File: src/sdp_pkg.sv
package sdp_pkg;
  // timing
  localparam int CLK_NS  = 10;
  localparam int ABL_NS  = 3;
  localparam int ABL_CYC = (ABL_NS + CLK_NS - 1) / CLK_NS;
  localparam logic [1:0] ABL_LAST = 2'(ABL_CYC - 1);
  // widths
  localparam int WORD_W = 24;
  localparam int CTL_W  = 16;
  localparam int INT_W  = 9;
  localparam int FRAC_W = 12;
  localparam int R_W    = 4;
  localparam int MON_W  = 3;
  localparam int NS_W   = 9;
  localparam int FBR_W  = 10;
  // field positions
  localparam int SEL_LSB   = 0;
  localparam int FS_BIT    = 23;
  localparam int INT_LSB   = 14;
  localparam int FRAC_LSB  = 2;
  localparam int MOD_LSB   = 2;
  localparam int R_LSB     = 14;
  localparam int PRE_BIT   = 18;
  localparam int MON_LSB   = 20;
  localparam int DBL_BIT   = 11;
  localparam int PDPOL_BIT = 6;
  localparam int PWD_BIT   = 4;
  localparam int TRI_BIT   = 3;
  localparam int CRST_BIT  = 2;
  localparam int NS_LSB    = 2;
  // latch select codes
  localparam logic [1:0] SEL_FB  = 2'h0;
  localparam logic [1:0] SEL_REF = 2'h1;
  localparam logic [1:0] SEL_CTL = 2'h2;
  localparam logic [1:0] SEL_NS  = 2'h3;
  // value limits
  localparam logic [INT_W-1:0]  INT_MIN = 9'h01F;
  localparam logic [FRAC_W-1:0] MOD_MIN = 12'h002;
  localparam logic [R_W-1:0]    R_MIN   = 4'h1;
  // reset values
  localparam logic [WORD_W-1:0] RST_FB  = 24'h07C000;
  localparam logic [WORD_W-1:0] RST_REF = 24'h004009;
  localparam logic [CTL_W-1:0]  RST_CTL = 16'h0002;
  localparam logic [WORD_W-1:0] RST_NS  = 24'h000003;
  // monitor select codes
  localparam logic [MON_W-1:0] MON_LOW  = 3'h0;
  localparam logic [MON_W-1:0] MON_HIGH = 3'h1;
  localparam logic [MON_W-1:0] MON_REF  = 3'h2;
  localparam logic [MON_W-1:0] MON_FB   = 3'h3;
  localparam logic [MON_W-1:0] MON_PUMP = 3'h4;

  typedef struct packed {
    logic sclk;
    logic sdata;
    logic strobe;
  } sdp_ser_t;

  typedef struct packed {
    logic up;
    logic dn;
    logic en;
  } sdp_pump_t;
endpackage

File: src/sdp_div_cnt.sv
`timescale 1ns/1ns
module sdp_div_cnt #(
  parameter int W = 10
) (
  // clock and reset
  input  wire logic         core_clk,
  input  wire logic         rst_b,
  // control
  input  wire logic         clr,
  input  wire logic         tick,
  input  wire logic [W-1:0] ratio,
  // output
  output logic              pulse
);
  typedef struct packed {
    logic [W-1:0] cnt;
    logic         pulse;
  } sdp_cnt_st_t;

  sdp_cnt_st_t st;
  sdp_cnt_st_t next_st;

  if (W < 2) begin : g_chk
    $error("sdp_div_cnt: W must be at least 2");
  end

  // count runs 1..ratio; a ratio below one behaves as one
  always_comb begin
    next_st = st;
    next_st.pulse = 1'b0;
    if (clr) begin
      next_st.cnt = W'(1);
    end else if (tick) begin
      if (st.cnt >= ratio) begin
        next_st.cnt = W'(1);
        next_st.pulse = 1'b1;
      end else begin
        next_st.cnt = st.cnt + W'(1);
      end
    end
  end

  always_ff @(posedge core_clk or negedge rst_b) begin
    if (!rst_b) begin
      st <= '{cnt: W'(1), pulse: 1'b0};
    end else begin
      st <= next_st;
    end
  end

  assign pulse = st.pulse;
endmodule

File: src/sdp_core.sv
`timescale 1ns/1ns
module sdp_core (
  // clock and reset
  input  wire logic               core_clk,
  input  wire logic               rst_b,
  // serial programming pins
  input  wire sdp_pkg::sdp_ser_t  ser,
  // frequency inputs
  input  wire logic               reference_input,
  input  wire logic               feedback_input,
  // charge pump drive
  output sdp_pkg::sdp_pump_t      pump,
  // status and configuration outputs
  output logic                    monitor_output_pin,
  output logic                    ref_stage_connect,
  output logic                    fast_settle_bit,
  output logic                    prescaler_sel,
  output logic [8:0]              noise_spur_cfg
);
  import sdp_pkg::*;

  typedef struct packed {
    logic               sclk_q;
    logic               strobe_q;
    logic               ref_q;
    logic               fb_q;
    logic [WORD_W-1:0]  shreg;
    logic [WORD_W-1:0]  fb_word;
    logic [WORD_W-1:0]  ref_word;
    logic [CTL_W-1:0]   ctl_word;
    logic [WORD_W-1:0]  ns_word;
    logic [FRAC_W-1:0]  mod_active;
    logic [FRAC_W-1:0]  acc;
    logic               carry;
    logic               up;
    logic               dn;
    logic [1:0]         abl_cnt;
    logic               ref_tog;
    logic               fb_tog;
    sdp_pump_t          pump;
    logic               mon;
    logic               ref_conn;
  } sdp_st_t;

  sdp_st_t st;
  sdp_st_t next_st;

  logic              sclk_rise;
  logic              strobe_rise;
  logic              ref_rise;
  logic              ref_fall;
  logic              fb_rise;
  logic              pwd;
  logic              dbl;
  logic              halt;
  logic              ref_tick;
  logic              ref_p;
  logic              fb_p;
  logic [INT_W-1:0]  int_raw;
  logic [INT_W-1:0]  int_eff;
  logic [FRAC_W-1:0] frac_raw;
  logic [FRAC_W-1:0] frac_eff;
  logic [FRAC_W-1:0] mod_eff;
  logic [R_W-1:0]    r_raw;
  logic [R_W-1:0]    r_eff;
  logic [FBR_W-1:0]  fb_ratio;
  logic [FRAC_W:0]   acc_sum;
  logic              both;
  logic              abl_done;

  // edges; pins are synchronous to core_clk
  assign sclk_rise   = ser.sclk & ~st.sclk_q;
  assign strobe_rise = ser.strobe & ~st.strobe_q;
  assign ref_rise    = reference_input & ~st.ref_q;
  assign ref_fall    = ~reference_input & st.ref_q;
  assign fb_rise     = feedback_input & ~st.fb_q;

  assign pwd  = st.ctl_word[PWD_BIT];
  assign dbl  = st.ctl_word[DBL_BIT];
  assign halt = pwd | st.ctl_word[CRST_BIT];

  // word fields; out-of-range values are clamped rather than trusted
  assign int_raw  = st.fb_word[INT_LSB +: INT_W];
  assign frac_raw = st.fb_word[FRAC_LSB +: FRAC_W];
  assign int_eff  = (int_raw < INT_MIN) ? INT_MIN : int_raw;
  assign mod_eff  = (st.mod_active < MOD_MIN) ? MOD_MIN : st.mod_active;
  assign frac_eff = (frac_raw >= mod_eff) ? mod_eff - FRAC_W'(1) : frac_raw;
  assign r_raw    = st.ref_word[R_LSB +: R_W];
  assign r_eff    = (r_raw < R_MIN) ? R_MIN : r_raw;

  // doubler counts both reference edges, doubling the rate into R
  assign ref_tick = ~pwd & (ref_rise | (dbl & ref_fall));

  // integer plus carry from the fractional accumulator
  assign fb_ratio = FBR_W'(int_eff) + FBR_W'(st.carry);
  assign acc_sum  = {1'b0, st.acc} + {1'b0, frac_eff};

  assign both     = st.up & st.dn;
  assign abl_done = both && (st.abl_cnt == ABL_LAST);

  sdp_div_cnt #(.W(R_W)) u_ref_div (
    .core_clk (core_clk),
    .rst_b    (rst_b),
    .clr      (halt),
    .tick     (ref_tick),
    .ratio    (r_eff),
    .pulse    (ref_p)
  );

  sdp_div_cnt #(.W(FBR_W)) u_fb_div (
    .core_clk (core_clk),
    .rst_b    (rst_b),
    .clr      (halt),
    .tick     (fb_rise),
    .ratio    (fb_ratio),
    .pulse    (fb_p)
  );

  always_comb begin
    next_st = st;
    next_st.sclk_q   = ser.sclk;
    next_st.strobe_q = ser.strobe;
    next_st.ref_q    = reference_input;
    next_st.fb_q     = feedback_input;
    if (sclk_rise) begin
      next_st.shreg = {st.shreg[WORD_W-2:0], ser.sdata};
    end
    // the latch sees the word as it stood before this cycle's shift
    if (strobe_rise) begin
      unique case (st.shreg[SEL_LSB +: 2])
        SEL_FB: begin
          next_st.fb_word    = st.shreg;
          next_st.mod_active = st.ref_word[MOD_LSB +: FRAC_W];
        end
        SEL_REF: next_st.ref_word = st.shreg;
        SEL_CTL: next_st.ctl_word = st.shreg[CTL_W-1:0];
        SEL_NS:  next_st.ns_word = st.shreg;
      endcase
    end
    // first-order accumulator chooses int or int+1 for the next cycle
    if (halt) begin
      next_st.acc   = '0;
      next_st.carry = 1'b0;
    end else if (fb_p) begin
      if (acc_sum >= {1'b0, mod_eff}) begin
        next_st.acc   = FRAC_W'(acc_sum - {1'b0, mod_eff});
        next_st.carry = 1'b1;
      end else begin
        next_st.acc   = acc_sum[FRAC_W-1:0];
        next_st.carry = 1'b0;
      end
    end
    // phase detector; a new edge in the clearing cycle still sets
    if (halt) begin
      next_st.up      = 1'b0;
      next_st.dn      = 1'b0;
      next_st.abl_cnt = '0;
    end else begin
      next_st.up      = (st.up & ~abl_done) | ref_p;
      next_st.dn      = (st.dn & ~abl_done) | fb_p;
      next_st.abl_cnt = (both && !abl_done) ? st.abl_cnt + 2'h1 : 2'h0;
    end
    next_st.ref_tog = st.ref_tog ^ ref_p;
    next_st.fb_tog  = st.fb_tog ^ fb_p;
    // pump drive: polarity swaps senses, three-state or power-down idles it
    next_st.pump.en = ~st.ctl_word[TRI_BIT] & ~pwd;
    if (st.ctl_word[PDPOL_BIT]) begin
      next_st.pump.up = next_st.up;
      next_st.pump.dn = next_st.dn;
    end else begin
      next_st.pump.up = next_st.dn;
      next_st.pump.dn = next_st.up;
    end
    next_st.ref_conn = ~pwd;
    case (st.ref_word[MON_LSB +: MON_W])
      MON_LOW:  next_st.mon = 1'b0;
      MON_HIGH: next_st.mon = 1'b1;
      MON_REF:  next_st.mon = st.ref_tog;
      MON_FB:   next_st.mon = st.fb_tog;
      MON_PUMP: next_st.mon = st.up | st.dn;
      default:  next_st.mon = 1'b0;
    endcase
  end

  always_ff @(posedge core_clk or negedge rst_b) begin
    if (!rst_b) begin
      st            <= '0;
      st.fb_word    <= RST_FB;
      st.ref_word   <= RST_REF;
      st.ctl_word   <= RST_CTL;
      st.ns_word    <= RST_NS;
      st.mod_active <= MOD_MIN;
      st.ref_conn   <= 1'b1;
    end else begin
      st <= next_st;
    end
  end

  assign pump               = st.pump;
  assign monitor_output_pin = st.mon;
  assign ref_stage_connect  = st.ref_conn;
  assign fast_settle_bit    = st.fb_word[FS_BIT];
  assign prescaler_sel      = st.ref_word[PRE_BIT];
  assign noise_spur_cfg     = st.ns_word[NS_LSB +: NS_W];
endmodule

File: config.mk
export PLATFORM = sky130hd
export DESIGN_NAME = sdp_core
export DESIGN_NICKNAME = d
export VERILOG_FILES = /design/src/sdp_pkg.sv /design/src/sdp_div_cnt.sv /design/src/sdp_core.sv
export SDC_FILE = /design/constraint.sdc
export NUM_CORES = 1
export LEC_CHECK = 0
export ABC_AREA = 1
export BUFFER_PORTS_ARGS = -buffer_cell sky130_fd_sc_hd__buf_2
export CORE_MARGIN = 3
export CORE_UTILIZATION = 30
export CTS_CLUSTER_DIAMETER = 120
export DETAILED_ROUTE_END_ITERATION = 6
export HOLD_SLACK_MARGIN = 0.15
export PLACE_DENSITY_LB_ADDON = 0.08
export SYNTH_ARGS = -nofsm -noshare
export SYNTH_HDL_FRONTEND = slang
export SYNTH_SLANG_ARGS = --single-unit
export TNS_END_PERCENT = 10
File: constraint.sdc
create_clock -name core_clk -period 10.21 [get_ports core_clk]
set_input_delay 2.042 -clock core_clk [delete_from_list [all_inputs] [get_ports core_clk]]
set_output_delay 2.042 -clock core_clk [all_outputs]
set_load 0.01 [all_outputs]
# Word level (Yosys, flattened, before mapping)
# Index checks and enable logic that the tools add are counted.
# totals
ff_bits	150
latchBits	0
ramBits	0
mem_bits_ro	0
input_bits	7
out_inout_bits	16
word_cells	106
n_memories	0
# op_classes
n_addsub	7
mul	0
div	0
order_cmp	7
eq_ne	7
shifts	0
n_mux	21
bitwise	26
n_reduce_logical	12
# op_table
operator	n
13-bit two-way mux	3
12-bit two-way mux	2
10-bit two-way mux	2
4-bit two-way mux	4
12-bit by 12-bit adder with 13-bit output	1
13-bit by 12-bit >= comparator with 1-bit output	1
12-bit >= comparator	1
12-bit by 2-bit < comparator with 1-bit output, second input constant	1
12-bit by 1-bit subtractor with 12-bit output, second input constant	1
12-bit subtractor	1
1-bit bitwise AND	11
11-bit two-way mux	1
10-bit by 1-bit adder with 10-bit output, second input constant	1
9-bit by 1-bit adder with 10-bit output	1
10-bit >= comparator	1
9-bit by 5-bit < comparator with 1-bit output, second input constant	1
9-bit two-way mux	1
1-bit inverter	8
2-bit AND reduction	4
3-bit by 2-bit == test with 1-bit output, second input constant	2
2-bit nonzero test	3
5-bit two-way mux	1
1-bit bitwise OR	5
4-bit by 1-bit adder with 4-bit output, second input constant	1
14 further kinds	22

# Longest topological paths before layout
# Gate-level depths: netlist (run 1).
# logic_depth
word_depth	9
ltp_mapped	37
ltp_nobuf	36

# Hierarchy
# A second synthesis (run 1) with hierarchy kept.
# unflattened
hier_cells	1055
area_unflattened_um2	8296.7
# by_module_without_submodules
mod	instances	cells_each	area_per_inst_um2	seq_area_each_um2
sdp_core	1	859	6950.4	3014.1
sdp_div_cnt at u_fb_div	1	140	944.7	276.5
sdp_div_cnt at u_ref_div	1	56	401.6	126.4

# Least setup slack after synthesis (run 1)
# OpenSTA, ideal clock, no wires.
# synth_timing
path_type	register to register
from	reg st[31] (netlist name)
to	reg st[12] (netlist name)
setup_ns	0.125
t_arrival_ns	4.431
required_time_ns	10.085
setup_slack_ns	5.654
stages_incl_launch_ff	35
path_buffers	2
synth_period_minus_slack_ns	4.556
cell_sequence	dfrtp_1 > inv_1 > nand3_1 > nor2_1 > nand2_1 > nand2_1 > inv_1 > ha_1 > a21oi_1 > o21ai_0 > nand2_1 > nand3_1 > buf_2 > o21ai_0 > ha_1 > inv_1 > fa_1 > inv_1 > nand3_1 > nand3_1 > nand2_1 > nand2_1 > xor2_1 > ha_1 > nand2_1 > inv_1 > a21oi_1 > nand3_2 > nand2_2 > nand2_2 > nand2_4 > nand2_4 > buf_6 > nand3b_1 > nand3_1
# synth_via
elab_chain_len	9
# synth_rtl
element	line_no	text
from (decl)	sdp_core.sv:45	sdp_st_t st;
from (signal assigned)	sdp_core.sv:195	st <= next_st;
12-bit by 2-bit < comparator with 1-bit output	sdp_core.sv:86	assign mod_eff = (st.mod_active < MOD_MIN) ? MOD_MIN : st.mod_active;
12-bit two-way mux *	sdp_core.sv:86	
12-bit by 1-bit subtractor with 12-bit output or 12-bit >= comparator (tied branches)	sdp_core.sv:87	assign frac_eff = (frac_raw >= mod_eff) ? mod_eff - FRAC_W'(1) : frac_raw;
12-bit two-way mux	sdp_core.sv:87	
12-bit by 12-bit adder with 13-bit output	sdp_core.sv:96	assign acc_sum = {1'b0, st.acc} + {1'b0, frac_eff};
12-bit subtractor or 13-bit by 12-bit >= comparator with 1-bit output (tied branches)	sdp_core.sv:146, sdp_core.sv:145	
13-bit two-way mux *	sdp_core.sv:145	if (acc_sum >= {1'b0, mod_eff}) begin
13-bit two-way mux *	sdp_core.sv:144	end else if (fb_p) begin
13-bit two-way mux *	sdp_core.sv:141	if (halt) begin
# Mark *: on every way between the ends. The rest lies on a longest branch, timed or not. The select of a mux whose other input is x is not followed.
# A chain may end at the register's enable or synchronous reset.

# Worst setup path after layout (run 1)
# layout_timing
from	reg st[31] (netlist name)
to	reg st[22] (netlist name)
# Same word-level chain as after synthesis.

==> impl_metrics.tcl, run 1 <==
set metrics [dict create \
    status "complete, no violations" \
    drive_above_1_share_pct 8.617 \
    r2r_setup_slack_ns 4.12 \
    nNetsFinal 1050 \
    required_ns 10.50 \
    cts_hold_buffers 0 \
    slew_viol_final 0 \
    synth-edff-count 0 \
    ys_ff_latch 136 \
    slowest_stage "o21ai_0" \
    cts_resized 0 \
    setup_violations 0 \
    grt_pass1_wl_um 32200 \
    vias_per_cell 4.642 \
    synthesis.instances 979 \
    clkPwrFrac_pct 28.8 \
    cts_htree_levels 4 \
    rsz0062_at_grt "false" \
    clkSlewWorstSetupHoldPaths_ns 0.06 \
    crit_fanout 24 \
    fin_util_pct 34.57 \
    r2r_start "st[31]" \
    route.detailed.drc 0 \
    grt_max_degree 75 \
    ant_nets 0 \
    placementRows 58 \
    worst_r2r_endpoint "st[22]" \
    hold_viol_final 0 \
    worst_pin_slew_ns 0.9534 \
    post_dp_cell_area_um2 8227 \
    clock_path_buffers 2 \
    ys_async_sr_fraction_pct 100.0 \
    min_period_over_period_pct 59.65 \
    reg2reg_depth 31 \
    ys_types 44 \
    grt_use_total_pct 14.08 \
    synth-warning-count 0 \
    worstSetupStartpoint "st[31]" \
    initial_core_util_pct 30.96 \
    clock_sinks 136 \
    cts_buffers 17 \
    crit_end "st[22]" \
    crit_top_cell "nand2_1" \
    portBuffers 22 \
    combPwrFrac_pct 38.4 \
    die_area_um2 28350 \
    mostFrequentLayoutCell "nand2_1" \
    setup_tns_ns 0 \
    slowest_delay_ns 0.79 \
    routed_wl_um 19160 \
    fin_crit_ns 6.090 \
    yosysSeqAreaShare_pct 43.21 \
    grt_pass1_vias 6132 \
    grt-ovfl-total 0 \
    post-cts-setup-buffers 0 \
    ir_drop_mv 0.1022 \
    cap_violations 0 \
    synth_fp_nets 1044 \
    hold_class "reg -> reg" \
    via_count 6165 \
    cts_tree "built" \
    cp.arrival_ns 6.38 \
    diodes 0 \
    synth_area_um2 7909 \
    final_cell_mix "214 x nand2_1, 125 x dfrtp_1, 124 x inv_1" \
    slew_headroom_pct 36.37 \
    path_class "reg -> reg" \
    hpwl_um 14050 \
    sw_frac_of_total_pct 39.78 \
    initialDrtViolationCount 346 \
    firstDrtPassIters 5 \
    die_w_um 168.4 \
    power.net_switching_w 0.0008889 \
    internal_power_w 0.001346 \
    fin_area_um2 8830 \
    syn2layout_area_growth_pct 11.64 \
    clkLatencyLatePin_ns 0.42 \
    cp-end-kind "flop" \
    ios 23 \
    wl_per_cell_um 14.43 \
    core_um2 25540 \
    cellPowerDensity_nw_per_um2 253.1 \
    fin_worst_skew_ns 0.01040 \
    max_freq_mhz 164.2 \
    share_seq_of_total_power_pct 32.8 \
    avgSynthCellArea_um2 8.078 \
    gp_congestion 0.8234 \
    worst_setup_path_start_kind "flop" \
    cts_root_buffer "clkbuf_16" \
    antenna_found_initial 0 \
    die_h_um 168.4 \
    leakage_nw 4.404 \
    ys.flop_type "dfrtp_1" \
]
## through the flow
stage	hold WS [ns]	cells	setup slack (ns)	power, W
2_1_floorplan	0.3971	979	5.654	0.001382
3_3_place_gp	0.4189	1296	4.239	0.001625
3_5_place_dp	0.4158	1296	4.218	0.001600
4_1_cts	0.4343	1328	4.202	0.002262
5_1_grt	0.4501	1328	3.458	0.002426
6_report	0.4249	1328	4.120	0.002234
## metal layers
metal  vias to the layer above  wire length [µm]  global-route usage (%)
met5                         -                 0                       0
met4                         0               234                   3.735
met1                      2849             10280                   21.08
met2                        91              8160                   21.01
li1                       3210                 -                       -
met3                        15               481                   2.348
## how the worst min path moves through the flow
stage | startpoint | endpoint | cells past startpoint
2_1_floorplan | st[63] | pump[0] | 1
3_3_place_gp | st[7] | st[7] | 1
3_5_place_dp | st[63] | pump[0] | 1
4_1_cts | st[7] | st[7] | 1
5_1_grt | st[7] | st[7] | 1
6_report | st[7] | st[7] | 1
## critical path, delay by kind of cell (launching register included)
family	cells	cell delay [ns]
AO/OA/AOI/OAI	4	1.19
flip-flops	1	0.37
adder cells (fa/ha/maj)	3	1.09
XOR/XNOR	1	0.26
AND/OR/NAND/NOR	18	2.38
buffers and inverters	5	0.67
## registers in the layout, indices dropped and copies added, names as in the netlist
register and flops:
frac_raw 12, u_ref_div.pulse 1, noise_spur_cfg 9, prescaler_sel 1, fast_settle_bit 1, ref_stage_connect 1
u_fb_div.st 10, monitor_output_pin 1, dbl 1, st 77, u_fb_div.pulse 1, r_raw 4
pump 3, int_raw 9, pwd 1, u_ref_div.st 4
## cell families after synthesis
| group | count (synthesis) | share of synthesized area (%) |
|---|---|---|
| compound gates | 170 | 11.49 |
| xor+xnor | 38 | 4.208 |
| fa+ha+maj | 58 | 9.366 |
| buf+inv | 163 | 8.970 |
| flops | 136 | 43.21 |
| mux | 2 | 0.2847 |
| simple gates | 412 | 22.48 |
## layout make-up
class,instances,area [µm²]
fillers,2701,16710
multi-input cells,680,3785
flip-flops and latches,136,3417
inverters,124,465.4
clock buffers,19,432.9
well taps,330,412.9
clock inverters,13,170.2
repair buffers,26,146.4
## Yosys cell counts (2+ instances only)
library cell / number / area (µm²)
nand3_1: 66 / 330.3
nand2_1: 215 / 807.0
xor2_1: 26 / 227.7
nand4_1: 22 / 137.6
mux2_2: 2 / 22.52
inv_1: 124 / 465.5
xnor2_1: 12 / 105.1
a21o_1: 2 / 15.01
nand2_2: 3 / 18.77
ha_1: 56 / 700.7
nor3_1: 5 / 25.02
o21bai_1: 2 / 15.01
or2_2: 2 / 12.51
a21oi_1: 47 / 235.2
o22ai_1: 5 / 31.28
buf_2: 7 / 35.03
fa_1: 2 / 40.04
clkbuf_8: 2 / 27.53
o211ai_1: 3 / 22.52
dfstp_2: 11 / 289.0
buf_4: 13 / 97.59
clkbuf_1: 14 / 52.55
nand3b_1: 6 / 45.04
dfrtp_1: 125 / 3128
nand3_2: 2 / 20.02
nor2_1: 81 / 304.0
o31ai_1: 3 / 22.52
o21ai_0: 99 / 495.5
nand2_4: 2 / 22.52
a31oi_1: 2 / 12.51
nor4_1: 3 / 18.77
nor2_2: 3 / 18.77
## power by group through the flow
stage	Sequential (W)	Clock (W)	Combinational, W
after floorplan	0.000721	0	0.000661
after global placement	0.000743	0	0.000882
after detailed placement	0.000742	0	0.000858
after CTS	0.000734	0.000665	0.000864
after global routing	0.000748	0.000693	0.000985
final	0.000733	0.000644	0.000858
No activity file was read; power rests on OpenSTA's default activity.
==> run 2: changes to the inputs <==
==> constraint.sdc (replaced) <==
create_clock -name core_clk -period 6.3 [get_ports core_clk]
set_input_delay 1.26 -clock core_clk [delete_from_list [all_inputs] [get_ports core_clk]]
set_output_delay 1.26 -clock core_clk [all_outputs]
set_load 0.01 [all_outputs]
==> impl_metrics.tcl, run 2 (synthesized netlist as in run 1, its figures left out) <==
set metrics [dict create \
    status "complete, no violations" \
    worst_pin_slew_ns 1.028 \
    cts_resized 0 \
    cts_hold_buffers 0 \
    drive_above_1_share_pct 8.909 \
    rsz0062_at_grt "false" \
    path_class "reg -> reg" \
    crit_fanout 14 \
    nNetsFinal 1051 \
    fin_crit_ns 5.565 \
    slew_headroom_pct 31.22 \
    ir_drop_mv 0.1903 \
    initial_core_util_pct 30.96 \
    via_count 6137 \
    cts_tree "built" \
    post_dp_cell_area_um2 8234 \
    clock_sinks 136 \
    fin_worst_skew_ns 0.01113 \
    mostFrequentLayoutCell "nand2_1" \
    route.detailed.drc 0 \
    grt-ovfl-total 0 \
    setup_tns_ns 0 \
    routed_wl_um 19190 \
    setup_violations 0 \
    final_cell_mix "214 x nand2_1, 125 x dfrtp_1, 124 x inv_1" \
    cap_violations 0 \
    cellPowerDensity_nw_per_um2 403.0 \
    hold_class "reg -> reg" \
    slowest_delay_ns 0.40 \
    holdPathStages 1 \
    firstDrtPassIters 5 \
    required_ns 6.60 \
    antenna_found_initial 0 \
    cts_htree_levels 4 \
    vias_per_cell 4.618 \
    clkLatencyLatePin_ns 0.42 \
    initialDrtViolationCount 331 \
    regMostFlops "st" \
    hold_viol_final 0 \
    ios 23 \
    crit_top_cell "nand2_1" \
    die_w_um 168.4 \
    largest_reg_flops 77 \
    worst_setup_path_start_kind "flop" \
    placementRows 58 \
    die_h_um 168.4 \
    hpwl_um 14140 \
    die_area_um2 28350 \
    fin_area_um2 8785 \
    num-fill-cells 2715 \
    max_freq_mhz 179.7 \
    slowest_stage "fa_1" \
    min_period_over_period_pct 88.34 \
    clkSlewWorstSetupHoldPaths_ns 0.06 \
    cp.arrival_ns 5.86 \
    post-cts-setup-buffers 0 \
    grt_use_total_pct 14.11 \
    cp-end-kind "flop" \
    wl_per_cell_um 14.44 \
    cts_root_buffer "clkbuf_16" \
    slew_viol_final 0 \
    reg2reg_depth 32 \
    gp_congestion 0.8312 \
    diodes 0 \
    cts_buffers 17 \
    ant_nets 0 \
    grt_pass1_vias 5999 \
    syn2layout_area_growth_pct 11.07 \
    grt_max_degree 87 \
    core_um2 25540 \
    grt_pass1_wl_um 32210 \
    portBuffers 22 \
    clock_path_buffers 2 \
    leakage_nw 4.390 \
]
-- run 2: layout make-up --
type / instances / area, µm² / area share, %
Clock buffer: 18 / 439.2 / 4.999
Tap cell: 330 / 412.9 / 4.700
Timing Repair Buffer: 27 / 153.9 / 1.752
Clock inverter: 14 / 111.4 / 1.268
Multi-Input combinational cell: 680 / 3785 / 43.09
Inverter: 124 / 465.4 / 5.298
Sequential cell: 136 / 3417 / 38.90
-- run 2: per-stage QoR --
stage	hold WS (ns)	total power (W)	util, %	instances	setup slack, ns
CTS	0.4351	0.003585	34.39	1329	0.7355
global route	0.4609	0.003840	34.39	1329	0.03087
global placement	0.4185	0.002654	32.23	1297	0.9581
finish	0.4343	0.003540	34.39	1329	0.7346
detailed placement	0.4182	0.002614	32.23	1297	0.7764
floorplan	0.3971	0.002239	-	979	1.744
-- run 2: path summary, 6_finish.rpt --
check	from	endpoint	slack, ns
setup / recovery	st[31]	st[21]	0.73
hold / removal	st[7]	st[7]	0.43
setup reg to reg	st[31]	st[21]	0.73
hold reg to reg	st[7]	st[7]	0.43
max in group asynchronous	rst_b	st[146]	4.14
min in group asynchronous	rst_b	st[141]	0.90
-- run 2: layer usage --
metal  global-route usage [%]  wire [µm]  part of all wire (%)
met5                        0          0                     0
met4                    3.273        151                  0.79
met3                    2.207        423                   2.2
met2                    20.94       8126                    42
met1                    21.52      10490                    55
-- run 2: critical path: cells and delay by family (launching register included) --
family,cells,cell delay [ns]
XOR/XNOR,1,0.29
adder cells (fa/ha/maj),4,1.35
AO/OA/AOI/OAI,2,0.35
AND/OR/NAND/NOR,20,2.26
buffers and inverters,5,0.77
flip-flops,1,0.38
-- run 2: power breakdown --
part | internal, W | switching (W) | leakage [nW]
sequential | 0.00106 | 0.000133 | 1.77
clock | 0.000523 | 0.000425 | 0.270
combinational | 0.000494 | 0.000905 | 2.35
==> run 3: changes to the inputs <==
--- a/config.mk
+++ b/config.mk
@@ -6,7 +6,8 @@
 export NUM_CORES = 1
 export LEC_CHECK = 0
 export ABC_AREA = 1
-export BUFFER_PORTS_ARGS = -buffer_cell sky130_fd_sc_hd__buf_2
+export BUFFER_PORTS_ARGS = -buffer_cell sky130_fd_sc_hd__buf_4
+export CORE_ASPECT_RATIO = 0.6
 export CORE_MARGIN = 3
 export CORE_UTILIZATION = 30
 export CTS_CLUSTER_DIAMETER = 120
==> impl_metrics.tcl, run 3 (synthesized netlist as in run 1, its figures left out) <==
set metrics [dict create \
    worst_setup_path_start_kind "flop" \
    fin_crit_ns 5.704 \
    grt-ovfl-total 0 \
    power.net_switching_w 0.001559 \
    setup_violations 0 \
    slowest_delay_ns 0.39 \
    cp.arrival_ns 6.01 \
    clock_path_buffers 2 \
    cts_root_buffer "clkbuf_16" \
    cts_buffers 17 \
    drive_above_1_share_pct 8.900 \
    hold-worst-slack_ns 0.4201 \
    grt_use_met1_pct 27.63 \
    sw_frac_of_total_pct 41.45 \
    place_ws_ns 0.5598 \
    hold_viol_final 0 \
    vias_per_cell 4.642 \
    worst_pin_slew_ns 1.213 \
    firstDrtPassIters 5 \
    clkLatencyLatePin_ns 0.43 \
    mostFrequentLayoutCell "nand2_1" \
    num-fill-cells 2694 \
    gp_congestion 0.8543 \
    clkPwrFrac_pct 27.3 \
    ant_nets 0 \
    slew_viol_final 0 \
    post-cts-setup-buffers 0 \
    final_cell_mix "214 x nand2_1, 125 x dfrtp_1, 124 x inv_1" \
    grt_pass1_vias 5951 \
    required_ns 6.61 \
    crit_top_cell "nand2_1" \
    grt_max_degree 95 \
    ios 23 \
    fin_util_pct 34.87 \
    initial_core_util_pct 30.87 \
    routed_wl_um 21330 \
    slowest_stage "ha_1" \
    grt.met3_usage_pct 3.086 \
    placementRows 45 \
    setup_tns_ns 0 \
    hold_class "reg -> reg" \
    nNetsFinal 1052 \
    fin_worst_skew_ns 0.009796 \
    cap_violations 0 \
    path_class "reg -> reg" \
    internal_power_w 0.002202 \
    cts_htree_levels 4 \
    crit_fanout 14 \
    via_count 6276 \
    cts_tree "built" \
    wl_per_cell_um 15.78 \
    syn2layout_area_growth_pct 12.94 \
    grt_use_total_pct 15.76 \
    core_um2 25620 \
    hpwl_um 15890 \
    clkSlewWorstSetupHoldPaths_ns 0.06 \
    die_w_um 215.6 \
    grt_pass1_wl_um 34680 \
    portBuffers 22 \
    fin_ws_ns 0.5963 \
    leakage_nw 4.424 \
    diodes 0 \
    largest_reg_flops 77 \
    die_area_um2 28410 \
    grt_use_met2_pct 18.20 \
    regMostFlops "st" \
    top_usage_layer "met1" \
    max_freq_mhz 175.3 \
    status "complete, no violations" \
    cp-end-kind "flop" \
    min_period_over_period_pct 90.54 \
    share_seq_of_total_power_pct 32.2 \
    antenna_found_initial 1 \
    clock_sinks 136 \
    slew_headroom_pct 18.83 \
    ir_drop_mv 0.1717 \
    combPwrFrac_pct 40.4 \
    rsz0062_at_grt "false" \
    route.detailed.drc 0 \
    die_h_um 131.8 \
    cellPowerDensity_nw_per_um2 421.0 \
    initialDrtViolationCount 706 \
]
==> run 3: cell types whose count changed in the layout (fill, tap and decap cells not counted), sizes merged <==
cell    previous run  this run
clkinv             5         3
inv              131       126
clkbuf            18        23
buf               27        28
bufinv             0         2
==> run 3: final cells by class <==
cell class / instances / area, µm² / share of cell area (%)
multi-input combinational: 680 / 3792 / 42.46
inverter: 124 / 465.4 / 5.211
timing repair buffer: 28 / 214.0 / 2.395
sequential: 136 / 3417 / 38.25
tap: 352 / 440.4 / 4.931
clock inverter: 9 / 115.1 / 1.289
clock buffer: 23 / 488.0 / 5.463
==> run 3: metrics by stage <==
step           total power [W]  cell area (µm²)  instances
6_report              0.003760             8932       1352
4_1_cts               0.003780             8925       1352
5_1_grt               0.004051             8932       1352
3_5_place_dp          0.002725             8322       1320
2_1_floorplan         0.002239             7909        979
3_3_place_gp          0.002789             8322       1320
==> run 3: path summary, 6_finish.rpt <==
| check | start | to | slack [ns] | cells past startpoint |
|---|---|---|---|---|
| worst max-delay path | st[31] | st[20] | 0.60 | 30 |
| worst min-delay path | st[7] | st[7] | 0.42 | 1 |
| worst max register to register | st[31] | st[20] | 0.60 | 30 |
| worst min register to register | st[7] | st[7] | 0.42 | 1 |
| max in group asynchronous | rst_b | st[25] | 4.22 | 2 |
| min in group asynchronous | rst_b | u_fb_div.st[5] | 0.90 | 1 |
==> run 3: worst max-delay path: cells and delay by family (launching register included) <==
kind	cells	cell delay, ns
compound gates	6	1.11
xor+xnor	1	0.26
fa+ha+maj	3	1.05
buf+inv	4	0.69
flops	1	0.38
simple gates	16	2.08
==> run 3: power groups by stage <==
stage                     logic [W]  clock network (W)  registers [W]
after CTS                   0.00151            0.00106        0.00121
after global routing        0.00171            0.00110        0.00124
final                       0.00152            0.00103        0.00121
after floorplan             0.00107                  0        0.00117
after global placement      0.00156                  0        0.00123
after detailed placement    0.00150                  0        0.00122
==> run 3: per-layer routing <==
layer,share of wire (%),vias up
met5,0,-
met4,1.0,0
met3,6.0,16
met2,34,147
met1,59,2896
li1,-,3217
==> run 3: what timing repair did <==
action / CTS / global route
gates resized for setup: 0 / 3
hold buffers: 0 / 0
setup endpoints to repair: 0 / 13
